--- config.mk ---
export PLATFORM = sky130hd
export DESIGN_NAME = ssf_top
export DESIGN_NICKNAME = d
export VERILOG_FILES = /design/src/ssf_pkg.sv /design/src/ssf_top.sv
export SDC_FILE = /design/constraint.sdc
export NUM_CORES = 1
export LEC_CHECK = 0
export BUFFER_PORTS_ARGS = -buffer_cell sky130_fd_sc_hd__buf_2
export CORE_UTILIZATION = 59
export CTS_BUF_LIST = sky130_fd_sc_hd__clkbuf_8 sky130_fd_sc_hd__clkbuf_16
export DETAILED_ROUTE_END_ITERATION = 16
export PLACE_DENSITY = 0.88
export RECOVER_POWER = 50
export SLEW_MARGIN = 0
export SYNTH_ARGS = -nofsm -noshare
export SYNTH_HDL_FRONTEND = slang
export SYNTH_SLANG_ARGS = --single-unit
--- constraint.sdc ---
create_clock -name clk_in -period 3.24 [get_ports clk_in]
set_input_delay 0 -clock clk_in [delete_from_list [all_inputs] [get_ports clk_in]]
set_output_delay 0 -clock clk_in [all_outputs]
set_load 0.05 [all_outputs]
--- src/ssf_pkg.sv ---
// constants, register map and state carrier of the spi status flag block
// assumes one bus clock domain; link pins are sampled, not clocked
package ssf_pkg;
  // ==========================================================
  // register map (byte offsets on the register port)
  localparam logic [2:0] ADDR_CTRL = 3'h0;
  localparam logic [2:0] ADDR_STAT = 3'h3;
  localparam logic [2:0] ADDR_DATA = 3'h5;
  localparam logic [2:0] ADDR_MATCH = 3'h7;
  // ==========================================================
  // field positions
  localparam int STAT_RXF = 7;
  localparam int STAT_MATCH = 6;
  localparam int STAT_TXE = 5;
  localparam int STAT_FAULT = 4;
  localparam int CTRL_MASTER_SELECT = 4;
  localparam int CTRL_SOE = 1;
  localparam int CTRL_FDE = 0;
  // ==========================================================
  // link sampling: bit order of the synchroniser vectors
  localparam int LNK_SCK = 0;
  localparam int LNK_SS = 1;
  localparam int LNK_SDI = 2;
  localparam logic [2:0] LNK_RST = 3'h2;
  localparam logic [2:0] LAST_BIT = 3'h7;
  localparam logic [7:0] BYTE_RST = 8'h00;
  // ==========================================================
  // whole block state
  typedef struct packed {
    logic master_select;
    logic fault_detect_enable;
    logic select_output_enable;
    logic [7:0] match_val;
    logic [7:0] rx_data;
    logic rx_full_flag;
    logic rx_match_flag;
    logic master_fault_flag;
    logic rx_arm;
    logic match_arm;
    logic tx_arm;
    logic fault_arm;
    logic [7:0] tx_buf;
    logic tx_pending;
    logic [7:0] txsh;
    logic [7:0] last_tx;
    logic [7:0] rxsh;
    logic [2:0] bit_cnt;
    logic loaded;
    logic just_loaded;
    logic [7:0] rdata;
    logic sdo;
    logic sdo_oe;
    logic ss_n;
    logic ss_oe;
    logic [2:0] sync1;
    logic [2:0] sync2;
    logic [2:0] sync3;
    logic [2:0] filt;
    logic [2:0] filt_d;
  } ssf_state_t;
  localparam ssf_state_t ST_RST = '{
    sync1: LNK_RST, sync2: LNK_RST, sync3: LNK_RST,
    filt: LNK_RST, filt_d: LNK_RST, ss_n: 1'b1, default: '0};
endpackage

--- src/ssf_top.sv ---
// status flags, transmit queue and shifter of an spi port
// assumes a register port master on clk_in and an spi peer on the pins
//
// Behaviour
// - receive-full flag, bit 7, sets when each byte transfer completes
// - receive-full clears after status read while set, then data read
// - match flag, bit 6, sets when full and received byte equals compare
// - match clears after reading it set, then writing 1 to bit 6
// - transmit-empty flag, bit 5, is 1 while no byte is pending
// - transmit-empty clears on status read while set, then data write
// - data writes without prior status read showing empty are discarded
// - idle port moves written byte to shifter, empty again within two cycles
// - at byte end a queued byte moves into the shifter, empty sets
// - at byte end with nothing queued, flag stays set, last byte reloads into shifter
// - continued shifting without new data resends the last byte
// - master mode: peer select low sets the mode-fault flag, bit 4
// - fault detection only with master, fault enable 1, select output 0
// - mode-fault clears after reading it 1 then writing control register
// - status bits 3 to 0 read zero
// - other writes to status leave every status bit unchanged
// - an 8-bit compare register drives the match flag
// - byte completing while previous unread is dropped, no indication
module ssf_top (
  input wire logic clk_in,
  input wire logic rst_n_in,
  input wire logic [2:0] addr_in,
  input wire logic [7:0] wdata_in,
  input wire logic wr_in,
  input wire logic rd_in,
  input wire logic sck_in,
  input wire logic ss_n_in,
  input wire logic sdi_in,
  output logic [7:0] rdata_out,
  output logic sdo_out,
  output logic sdo_oe_out,
  output logic ss_n_out,
  output logic ss_oe_out
);
  // ==========================================================
  // reset release
  logic rst_s1;
  logic rst_n;
  always_ff @(posedge clk_in or negedge rst_n_in)
  begin
    if (!rst_n_in)
    begin
      rst_s1 <= 1'b0;
      rst_n <= 1'b0;
    end
    else
    begin
      rst_s1 <= 1'b1;
      rst_n <= rst_s1;
    end
  end

  // ==========================================================
  // next state
  ssf_pkg::ssf_state_t st;
  ssf_pkg::ssf_state_t next_st;
  logic sck_rise;
  logic sck_fall;
  logic ss_low;
  logic active;
  logic byte_end;
  logic fault_cond;
  logic rd_stat;
  logic rd_data;
  logic wr_stat;
  logic wr_data;
  logic wr_ctrl;
  logic rx_clr;
  logic [7:0] stat_val;
  logic [7:0] ctrl_val;
  logic [7:0] rx_byte;

  always_comb
  begin
    next_st = st;
    next_st.sync1 = {sdi_in, ss_n_in, sck_in};
    next_st.sync2 = st.sync1;
    next_st.sync3 = st.sync2;
    for (int i = 0; i < 3; i++)
    begin
      if (st.sync2[i] == st.sync3[i])
      begin
        next_st.filt[i] = st.sync3[i];
      end
    end
    next_st.filt_d = st.filt;
    sck_rise = st.filt[ssf_pkg::LNK_SCK] & ~st.filt_d[ssf_pkg::LNK_SCK];
    sck_fall = ~st.filt[ssf_pkg::LNK_SCK] & st.filt_d[ssf_pkg::LNK_SCK];
    ss_low = ~st.filt[ssf_pkg::LNK_SS];
    rx_byte = {st.rxsh[6:0], st.filt[ssf_pkg::LNK_SDI]};
    active = st.master_select ? st.loaded : ss_low;
    byte_end = active & sck_rise & (st.bit_cnt == ssf_pkg::LAST_BIT);
    fault_cond = st.master_select & st.fault_detect_enable &
                 ~st.select_output_enable & ss_low;
    rd_stat = rd_in & (addr_in == ssf_pkg::ADDR_STAT);
    rd_data = rd_in & (addr_in == ssf_pkg::ADDR_DATA);
    wr_stat = wr_in & (addr_in == ssf_pkg::ADDR_STAT);
    wr_data = wr_in & (addr_in == ssf_pkg::ADDR_DATA);
    wr_ctrl = wr_in & (addr_in == ssf_pkg::ADDR_CTRL);
    rx_clr = rd_data & st.rx_arm & st.rx_full_flag;
    // status bits 3..0 stay zero
    stat_val = 8'h00;
    stat_val[ssf_pkg::STAT_RXF] = st.rx_full_flag;
    stat_val[ssf_pkg::STAT_MATCH] = st.rx_match_flag;
    stat_val[ssf_pkg::STAT_TXE] = ~st.tx_pending;
    stat_val[ssf_pkg::STAT_FAULT] = st.master_fault_flag;
    ctrl_val = 8'h00;
    ctrl_val[ssf_pkg::CTRL_MASTER_SELECT] = st.master_select;
    ctrl_val[ssf_pkg::CTRL_SOE] = st.select_output_enable;
    ctrl_val[ssf_pkg::CTRL_FDE] = st.fault_detect_enable;
    // register reads, data valid the cycle after the strobe only
    next_st.rdata = 8'h00;
    if (rd_in)
    begin
      case (addr_in)
        ssf_pkg::ADDR_CTRL: next_st.rdata = ctrl_val;
        ssf_pkg::ADDR_STAT: next_st.rdata = stat_val;
        ssf_pkg::ADDR_DATA: next_st.rdata = st.rx_data;
        ssf_pkg::ADDR_MATCH: next_st.rdata = st.match_val;
        default: next_st.rdata = 8'h00;
      endcase
    end
    // status read arms the clearing sequences
    if (rd_stat)
    begin
      next_st.rx_arm = st.rx_full_flag;
      next_st.match_arm = st.rx_match_flag;
      next_st.tx_arm = ~st.tx_pending;
      next_st.fault_arm = st.master_fault_flag;
    end
    if (rx_clr)
    begin
      next_st.rx_full_flag = 1'b0;
      next_st.rx_arm = 1'b0;
    end
    // status writes only act through the match clear
    if (wr_stat & st.match_arm & wdata_in[ssf_pkg::STAT_MATCH])
    begin
      next_st.rx_match_flag = 1'b0;
      next_st.match_arm = 1'b0;
    end
    if (wr_ctrl)
    begin
      next_st.master_select = wdata_in[ssf_pkg::CTRL_MASTER_SELECT];
      next_st.select_output_enable = wdata_in[ssf_pkg::CTRL_SOE];
      next_st.fault_detect_enable = wdata_in[ssf_pkg::CTRL_FDE];
      if (st.fault_arm)
      begin
        next_st.master_fault_flag = 1'b0;
        next_st.fault_arm = 1'b0;
      end
    end
    if (wr_in & (addr_in == ssf_pkg::ADDR_MATCH))
    begin
      next_st.match_val = wdata_in;
    end
    if (wr_data)
    begin
      if (st.tx_arm)
      begin
        next_st.tx_buf = wdata_in;
        next_st.tx_pending = 1'b1;
      end
      next_st.tx_arm = 1'b0;
    end
    // shifter
    if (!active)
    begin
      next_st.bit_cnt = 3'h0;
    end
    else if (sck_rise)
    begin
      next_st.rxsh = rx_byte;
      next_st.bit_cnt = st.bit_cnt + 3'h1;
    end
    else if (sck_fall)
    begin
      if (st.just_loaded)
      begin
        next_st.just_loaded = 1'b0;
      end
      else
      begin
        next_st.txsh = {st.txsh[6:0], 1'b0};
      end
    end
    if (byte_end)
    begin
      if (!st.rx_full_flag || rx_clr)
      begin
        next_st.rx_data = rx_byte;
        next_st.rx_full_flag = 1'b1;
      end
      next_st.just_loaded = 1'b1;
      if (st.tx_pending)
      begin
        next_st.txsh = st.tx_buf;
        next_st.last_tx = st.tx_buf;
        next_st.tx_pending = 1'b0;
        next_st.loaded = 1'b1;
      end
      else
      begin
        next_st.txsh = st.last_tx;
        next_st.loaded = 1'b0;
      end
    end
    else if (!st.loaded && st.tx_pending && st.bit_cnt == 3'h0)
    begin
      next_st.txsh = st.tx_buf;
      next_st.last_tx = st.tx_buf;
      next_st.tx_pending = 1'b0;
      next_st.loaded = 1'b1;
    end
    // mode fault drops to slave and aborts the transfer
    if (fault_cond)
    begin
      next_st.master_fault_flag = 1'b1;
      next_st.master_select = 1'b0;
      next_st.loaded = 1'b0;
      next_st.bit_cnt = 3'h0;
    end
    if (st.rx_full_flag && st.rx_data == st.match_val)
    begin
      next_st.rx_match_flag = 1'b1;
    end
    // pins
    next_st.sdo = next_st.txsh[7];
    next_st.sdo_oe = st.master_select ? st.loaded : ss_low;
    next_st.ss_oe = st.master_select & st.fault_detect_enable &
                    st.select_output_enable;
    next_st.ss_n = ~(st.master_select & st.loaded);
  end

  // ==========================================================
  // state register
  always_ff @(posedge clk_in or negedge rst_n)
  begin
    if (!rst_n)
    begin
      st <= ssf_pkg::ST_RST;
    end
    else
    begin
      st <= next_st;
    end
  end

  assign rdata_out = st.rdata;
  assign sdo_out = st.sdo;
  assign sdo_oe_out = st.sdo_oe;
  assign ss_n_out = st.ss_n;
  assign ss_oe_out = st.ss_oe;

  // ==========================================================
  // checks
  stat_low_zero_a: assert property (
    @(posedge clk_in) disable iff (!rst_n)
    rd_stat |=> (rdata_out[3:0] == 4'h0))
    else $error("status low bits not zero");
  rx_full_set_a: assert property (
    @(posedge clk_in) disable iff (!rst_n)
    (byte_end && !st.rx_full_flag) |=> st.rx_full_flag)
    else $error("receive full not set at byte end");
  rx_full_clr_a: assert property (
    @(posedge clk_in) disable iff (!rst_n)
    (rx_clr && !byte_end) |=> !st.rx_full_flag)
    else $error("receive full not cleared");
  match_set_a: assert property (
    @(posedge clk_in) disable iff (!rst_n)
    (st.rx_full_flag && st.rx_data == st.match_val) |=> st.rx_match_flag)
    else $error("match flag not set");
  write_drop_a: assert property (
    @(posedge clk_in) disable iff (!rst_n)
    (wr_data && !st.tx_arm && !st.tx_pending) |=> !st.tx_pending)
    else $error("unarmed data write accepted");
  idle_load_a: assert property (
    @(posedge clk_in) disable iff (!rst_n)
    (wr_data && st.tx_arm && !st.loaded && st.bit_cnt == 3'h0)
    |-> ##[1:2] !st.tx_pending)
    else $error("idle byte not moved to shifter");
  fault_set_a: assert property (
    @(posedge clk_in) disable iff (!rst_n)
    fault_cond |=> (st.master_fault_flag && !st.master_select))
    else $error("mode fault not flagged");
  fault_gate_a: assert property (
    @(posedge clk_in) disable iff (!rst_n)
    (!(st.master_select && st.fault_detect_enable &&
       !st.select_output_enable) && !st.master_fault_flag)
    |=> !st.master_fault_flag)
    else $error("mode fault set while detection off");
  stat_write_a: assert property (
    @(posedge clk_in) disable iff (!rst_n)
    (wr_stat && !fault_cond) |=>
    (st.master_fault_flag == $past(st.master_fault_flag)))
    else $error("status write changed fault flag");
  overrun_a: assert property (
    @(posedge clk_in) disable iff (!rst_n)
    (byte_end && st.rx_full_flag && !rx_clr) |=> $stable(st.rx_data))
    else $error("unread byte overwritten");
endmodule

Yosys cells after proc, flatten, opt, wreduce, memory -nomap -nowiden:

Index checks and enable logic that the tools add are counted.

* register bits: 89
* output and inout port bits: 12
* logic and storage cells: 137

* add/sub/neg operators: 1
* equality and inequality tests: 12
* muxes and demuxes: 39
* bitwise logic cells: 25
* reduce and logical (&&, ||, !) cells: 26

Operators by type and width (number)
* 8-bit 2-to-1 mux: 6
* 17-bit 2-to-1 mux: 2
* 8-bit one-hot mux with 4 select lines: 1
* 1-bit 2-to-1 mux: 25
* 1-bit bitwise AND: 19
* 2-bit nonzero test: 9
* 3-bit equality test (second input constant): 3
* 3-bit 2-to-1 mux: 3
* 3-bit nonzero test: 3
* 8-bit equality test: 1
* 4-bit 2-to-1 mux: 2
* 2-bit AND reduction: 4
* 3-bit logical NOT: 2
* 3-bit by 1-bit != test with 1-bit output (second input constant): 2
* 1-bit inverter: 6
* 4-bit AND reduction: 1
* 3-bit by 1-bit adder with 3-bit output (second input constant): 1
* 1-bit equality test: 3
* 3-bit by 2-bit equality test with 1-bit output (second input constant): 1
* 1-bit logical AND: 3
* 3-bit by 2-bit != test with 1-bit output (second input constant): 1
* 3-bit AND reduction: 1
* 1-bit logical NOT: 2
* 2-bit by 1-bit != test with 1-bit output (second input constant): 1
* 1-bit logical OR: 1

Logic depth before layout (Yosys ltp):

* depth in word-level cells: 7
* depth in mapped cells: 8
* depth with buffers taken out: 6

Worst setup path after synthesis:

OpenSTA, ideal clock, no wires.

* path type: flip-flop to flip-flop
* start: register st[29] (netlist bit)
* end: register st[41] (netlist bit)
* library setup time: 0.118 ns
* arrival: 1.524 ns
* data required time: 3.122 ns
* path slack: 1.598 ns
* cell stages (with the launch flop): 8
* path buffers: 1
* period minus slack after synthesis: 1.642 ns
* cell sequence: dfrtp_1 > ha_1 > ha_1 > o211ai_4 > buf_6 > mux2_4 > nand2_1 > nand2_1

* longest elaborated chain between the ends: 3

Ends and longest elaborated chain
* start, declared: line ssf_top.sv:59 `ssf_pkg::ssf_state_t st;`
* start signal, assigned: line ssf_top.sv:245 `st <= ssf_pkg::ST_RST;`
* start signal, assigned: line ssf_top.sv:249 `st <= next_st;`
* 3-bit equality test or 3-bit logical NOT (tied branches): line ssf_top.sv:96, ssf_top.sv:212
* 1-bit bitwise AND or 1-bit logical AND (tied branches): line ssf_top.sv:96, ssf_top.sv:212
* 17-bit 2-to-1 mux or 2-bit nonzero test (tied branches)

Several ways; a longest one is shown, not always the timed one.
A chain may end at the register's enable or synchronous reset.

Worst setup path after layout:

* start: register st (netlist bit ctrl_val[4])
* end: register st[55] (netlist bit)

* longest elaborated chain between the ends: 5

Ends and longest elaborated chain
* 1-bit 2-to-1 mux *: line ssf_top.sv:95 `active = st.master_select ? st.loaded : ss_low;`
* 1-bit bitwise AND (2 in a row): line ssf_top.sv:96 `byte_end = active & sck_rise & (st.bit_cnt == ssf_pkg::LAST_BIT);`
* 3-bit by 1-bit != test with 1-bit output (no line) or 3-bit nonzero test (tied branches)
* 4-bit AND reduction (no line)

Mark *: on every way between the ends. The rest lies on a longest branch, timed or not.

==> parameters.txt <==
Parameter                              Value

Clock network
  Post-CTS Setup Repair Bufs ... 0
  CTS buffer count ... 9
  CTS H-tree depth ... 3
  Clock transition time at the flip-flop clock pins of the worst setup and hold paths ... 0.09 ns
  TritonCTS clock tree ... yes
  Clock tree root driver cell ... clkbuf_8
  Clk sinks ... 89
  Clock latency on the worst-skew pair ... roughly 0.36 ns
  Maximum clock insertion buffer count ... 2

Run
  Max Cap Viol ... 1

Power
  Peak VDD IR ... 0.506 mV
  P per Cell Area ... 724 nW/um^2
  Leakage ... 1.99 nW
  Overall power after layout ... 3.13 mW

Timing
  Share of the cycle needed by the critical path after routing ... 65.5%
  Skew final ... about 0.011 ns
  Worst Tran Pin Value ... 1.78 ns
  Final setup violation count ... 0
  Slew Limit Headroom ... -18.6%
  Final number of hold-violating endpoints ... 0
  Post-Route Setup TNS ... 0 ns
  Unrepaired setup endpoints after global routing ... false
  Fmax ... 0.472 GHz
  Pins over their slew limit ... 88
  Final hold slack ... around 0.018 ns
  Min Clock Period, post-route ... 2.12 ns
  PnR worst setup slack ... 1.12 ns

Floorplanning
  Io pins ... 30
  Area inside the core boundary ... 6310 um^2
  Row count ... 29
  Die width ... about 83 um
  Initial Util ... 60.8%
  Die extent in y ... ~83 um
  Die ar. ... 6840 um^2

Logic synthesis
  Avg Synthesized Cell Area ... 12.2 um^2
  Distinct cell type count of the synthesized netlist ... 47
  Synthesized net count ... roughly 340
  Post-Syn Area ... about 3800 um^2
  Simple-gate share of the synthesized area ... 12.1%
  Mux cell area share after synthesis ... 14.1%
  Post-synthesis xor/xnor area fraction ... 2.05%
  Top FF cell, synth ... dfrtp_1
  Main combinational cell family by area after synthesis ... multiplexers
  Share of the synthesized area in the top cell type ... 54.7%
  Synth Area in Compound Gates ... slightly above 7%
  Dominant cell type by area after synthesis ... dfrtp_1
  Cell types occupying the most area after synthesis ... dfrtp_1 55%, mux2_2 8.2%, mux2_4 3.5%, dfstp_2 3.4%, nand2_1 3.4%
  Gate count of the mapped netlist ... 314
  Share of flip-flops with an asynchronous set or reset after synthesis ... 100%
  Number of enable-type register cells in the synthesized netlist ... 0
  Post-synth top cells ... 84 x dfrtp_1, 35 x nand2_1, 28 x mux2_2
  Yosys warns ... 0
  Area share of fa/ha/maj cells after synthesis ... approximately 1.8%
  Number of storage elements in the synthesis netlist ... 89
  Most common cell in the netlist ... dfrtp_1
  Fraction of the yosys area taken by sequential cells ... 58.1%

Placement
  DP Wirelength ... 4760 um
  Number of input and output port buffers inserted ... 29
  Final weighted congestion of routability-driven global placement ... 0.828
  Worst Setup Slack post-DPL ... 1.21 ns
  Cell total after placement ... 402
  Placed Instance Area ... 3950 um^2

Drt
  Remaining number of nets flagged by the antenna check after routing ... 0
  Total via count in the routed design ... roughly 2,500
  Iteration-0 DRC Markers ... 255
  WL per Instance ... approximately 17 um
  Number of remaining DRC errors ... 0
  Routed WL ... between 7000 and 8000 um
  Detail-routed via count per cell ... 5.81
  Total iterations of the first detailed-routing run ... 5

Worst setup path
  Crit Path Max Fanout ... 11
  Arrival time at the worst endpoint ... between 2 and 2.5 ns
  Critical path launch point type ... register
  CP Class ... register to register
  Crit path required time ... between 3 and 4 ns
  CP endpoint kind ... register

Global route
  GRT overflow ... 0
  Vias in the first global route ... approximately 2,500
  GRT Overall Usage ... 24.0%
  Initial antenna violation count ... 0
  Pin count of the biggest net entering global routing ... between 80 and 90
  First-pass GRT wire length ... 11,900 um

Final layout
  Layout Cells excl Fill ... 434
  Net count of the finished layout ... 373
  Core occupancy in the finished layout ... 68.4%
  Design area ... 4320 um^2
  Area growth from synthesis to layout ... 12.4%
  Layout cells sized above 1 ... around 23%
  Filler cell count ... 453
  Number of diodes ... 0

Hold path
  Kind of path behind the tightest hold check ... input port to register

Outcome
  Violations in the final reports ... max-capacitance violations, max-slew violations
  Status ... complete, but fails checks
-- area by class of cell --
type / instances / area, um^2 / share of cell area (%)
Inverter: 9 / 33.8 / 0.782
Timing Repair Buffer: 46 / 297 / 6.87
Clock buffer: 10 / 138 / 3.19
Clock inverter: 6 / 90.1 / 2.09
Sequential cell: 89 / 2230 / 51.7
Tap cell: 77 / 96.3 / 2.23
Multi-Input combinational cell: 197 / 1430 / 33.1
-- placed cells by master (no fill, tap or decap), types with 2 or more instances in the layout --
cell and instances:
a21oi_1 7, mux2_2 28, o21ai_0 5, nor3_1 2, bufinv_16 2, clkbuf_8 10, nor2b_1 2, nand3_1 6
maj3_1 3, and3_1 3, clkbuf_1 13, nor2_1 26, a31oi_1 16, buf_2 16, xor2_1 3, dfrtp_1 83
nor3b_1 10, inv_1 9, ha_1 3, nand2b_1 2, xnor2_1 6, a22oi_1 3, dlygate4sd3_1 16, nand2_1 35
dfstp_2 4, mux2i_1 7, mux2_4 9, nand4_1 3
-- final timing paths --
kind	startpoint	endpoint	slack [ns]	depth (start not counted)
setup / recovery	ctrl_val[4]$_DFFE_PN0P_	st[55]$_DFFE_PN0P_	1.12	6
hold / removal	addr_in[0]	st[66]$_DFFE_PN0P_	0.02	2
min in group asynchronous	rst_n_in	rst_s1$_DFF_PN0_	0.48	3
max in group asynchronous	rst_n$_DFF_PN0_	next_st[2]$_DFFE_PN0N_	1.41	0
setup reg to reg	ctrl_val[4]$_DFFE_PN0P_	st[55]$_DFFE_PN0P_	1.12	6
hold reg to reg	next_st[9]$_DFF_PN0_	next_st[6]$_DFF_PN0_	0.36	0
-- sequential cells by signal, summed over array words and instances (netlist names), 3 cells and up --
name / flops
ctrl_val: 3
next_st: 9
rdata_out: 8
rx_byte: 7
st: 57
-- critical path, stage by stage, from the launching register on --
cell and delay [ns]:
dfrtp_1 0.44, and2_0 0.24, o211ai_4 0.38, buf_4 0.26
mux2i_4 0.38, nand2_1 0.13, a31oi_1 0.20
-- routing by layer --
metal | share of wire, % | routed length, um | GRT usage (%) | up-vias
li1 | - | - | - | 1160
met1 | 44 | 3180 | 30.8 | 1260
met2 | 48 | 3490 | 37.3 | 83
met3 | 4.6 | 330 | 5.71 | 20
met4 | 3.4 | 248 | 13.6 | 0
met5 | 0 | 0 | 0 | -
-- cell families after synthesis --
family / after synthesis
flip-flops: 89
multiplexers: 45
buffers and inverters: 28
AND/OR/NAND/NOR: 95
XOR/XNOR: 9
adder cells (fa/ha/maj): 6
AO/OA/AOI/OAI: 41
other: 1
-- report_power, final --
group | internal (mW) | leakage [nW] | switching, mW
Combinational | 0.295 | 0.770 | 0.375
Clock | 0.458 | 0.113 | 0.397
Sequential | 1.39 | 1.11 | 0.217
Total | 2.14 | 1.99 | 0.989
-- what timing repair did --
item,4_1_cts,5_1_grt
endpoints found under the hold margin,28,0
gates resized for setup,0,0
hold buffers,16,0
setup endpoints to repair,0,0
(Power assumes the default switching activity.)
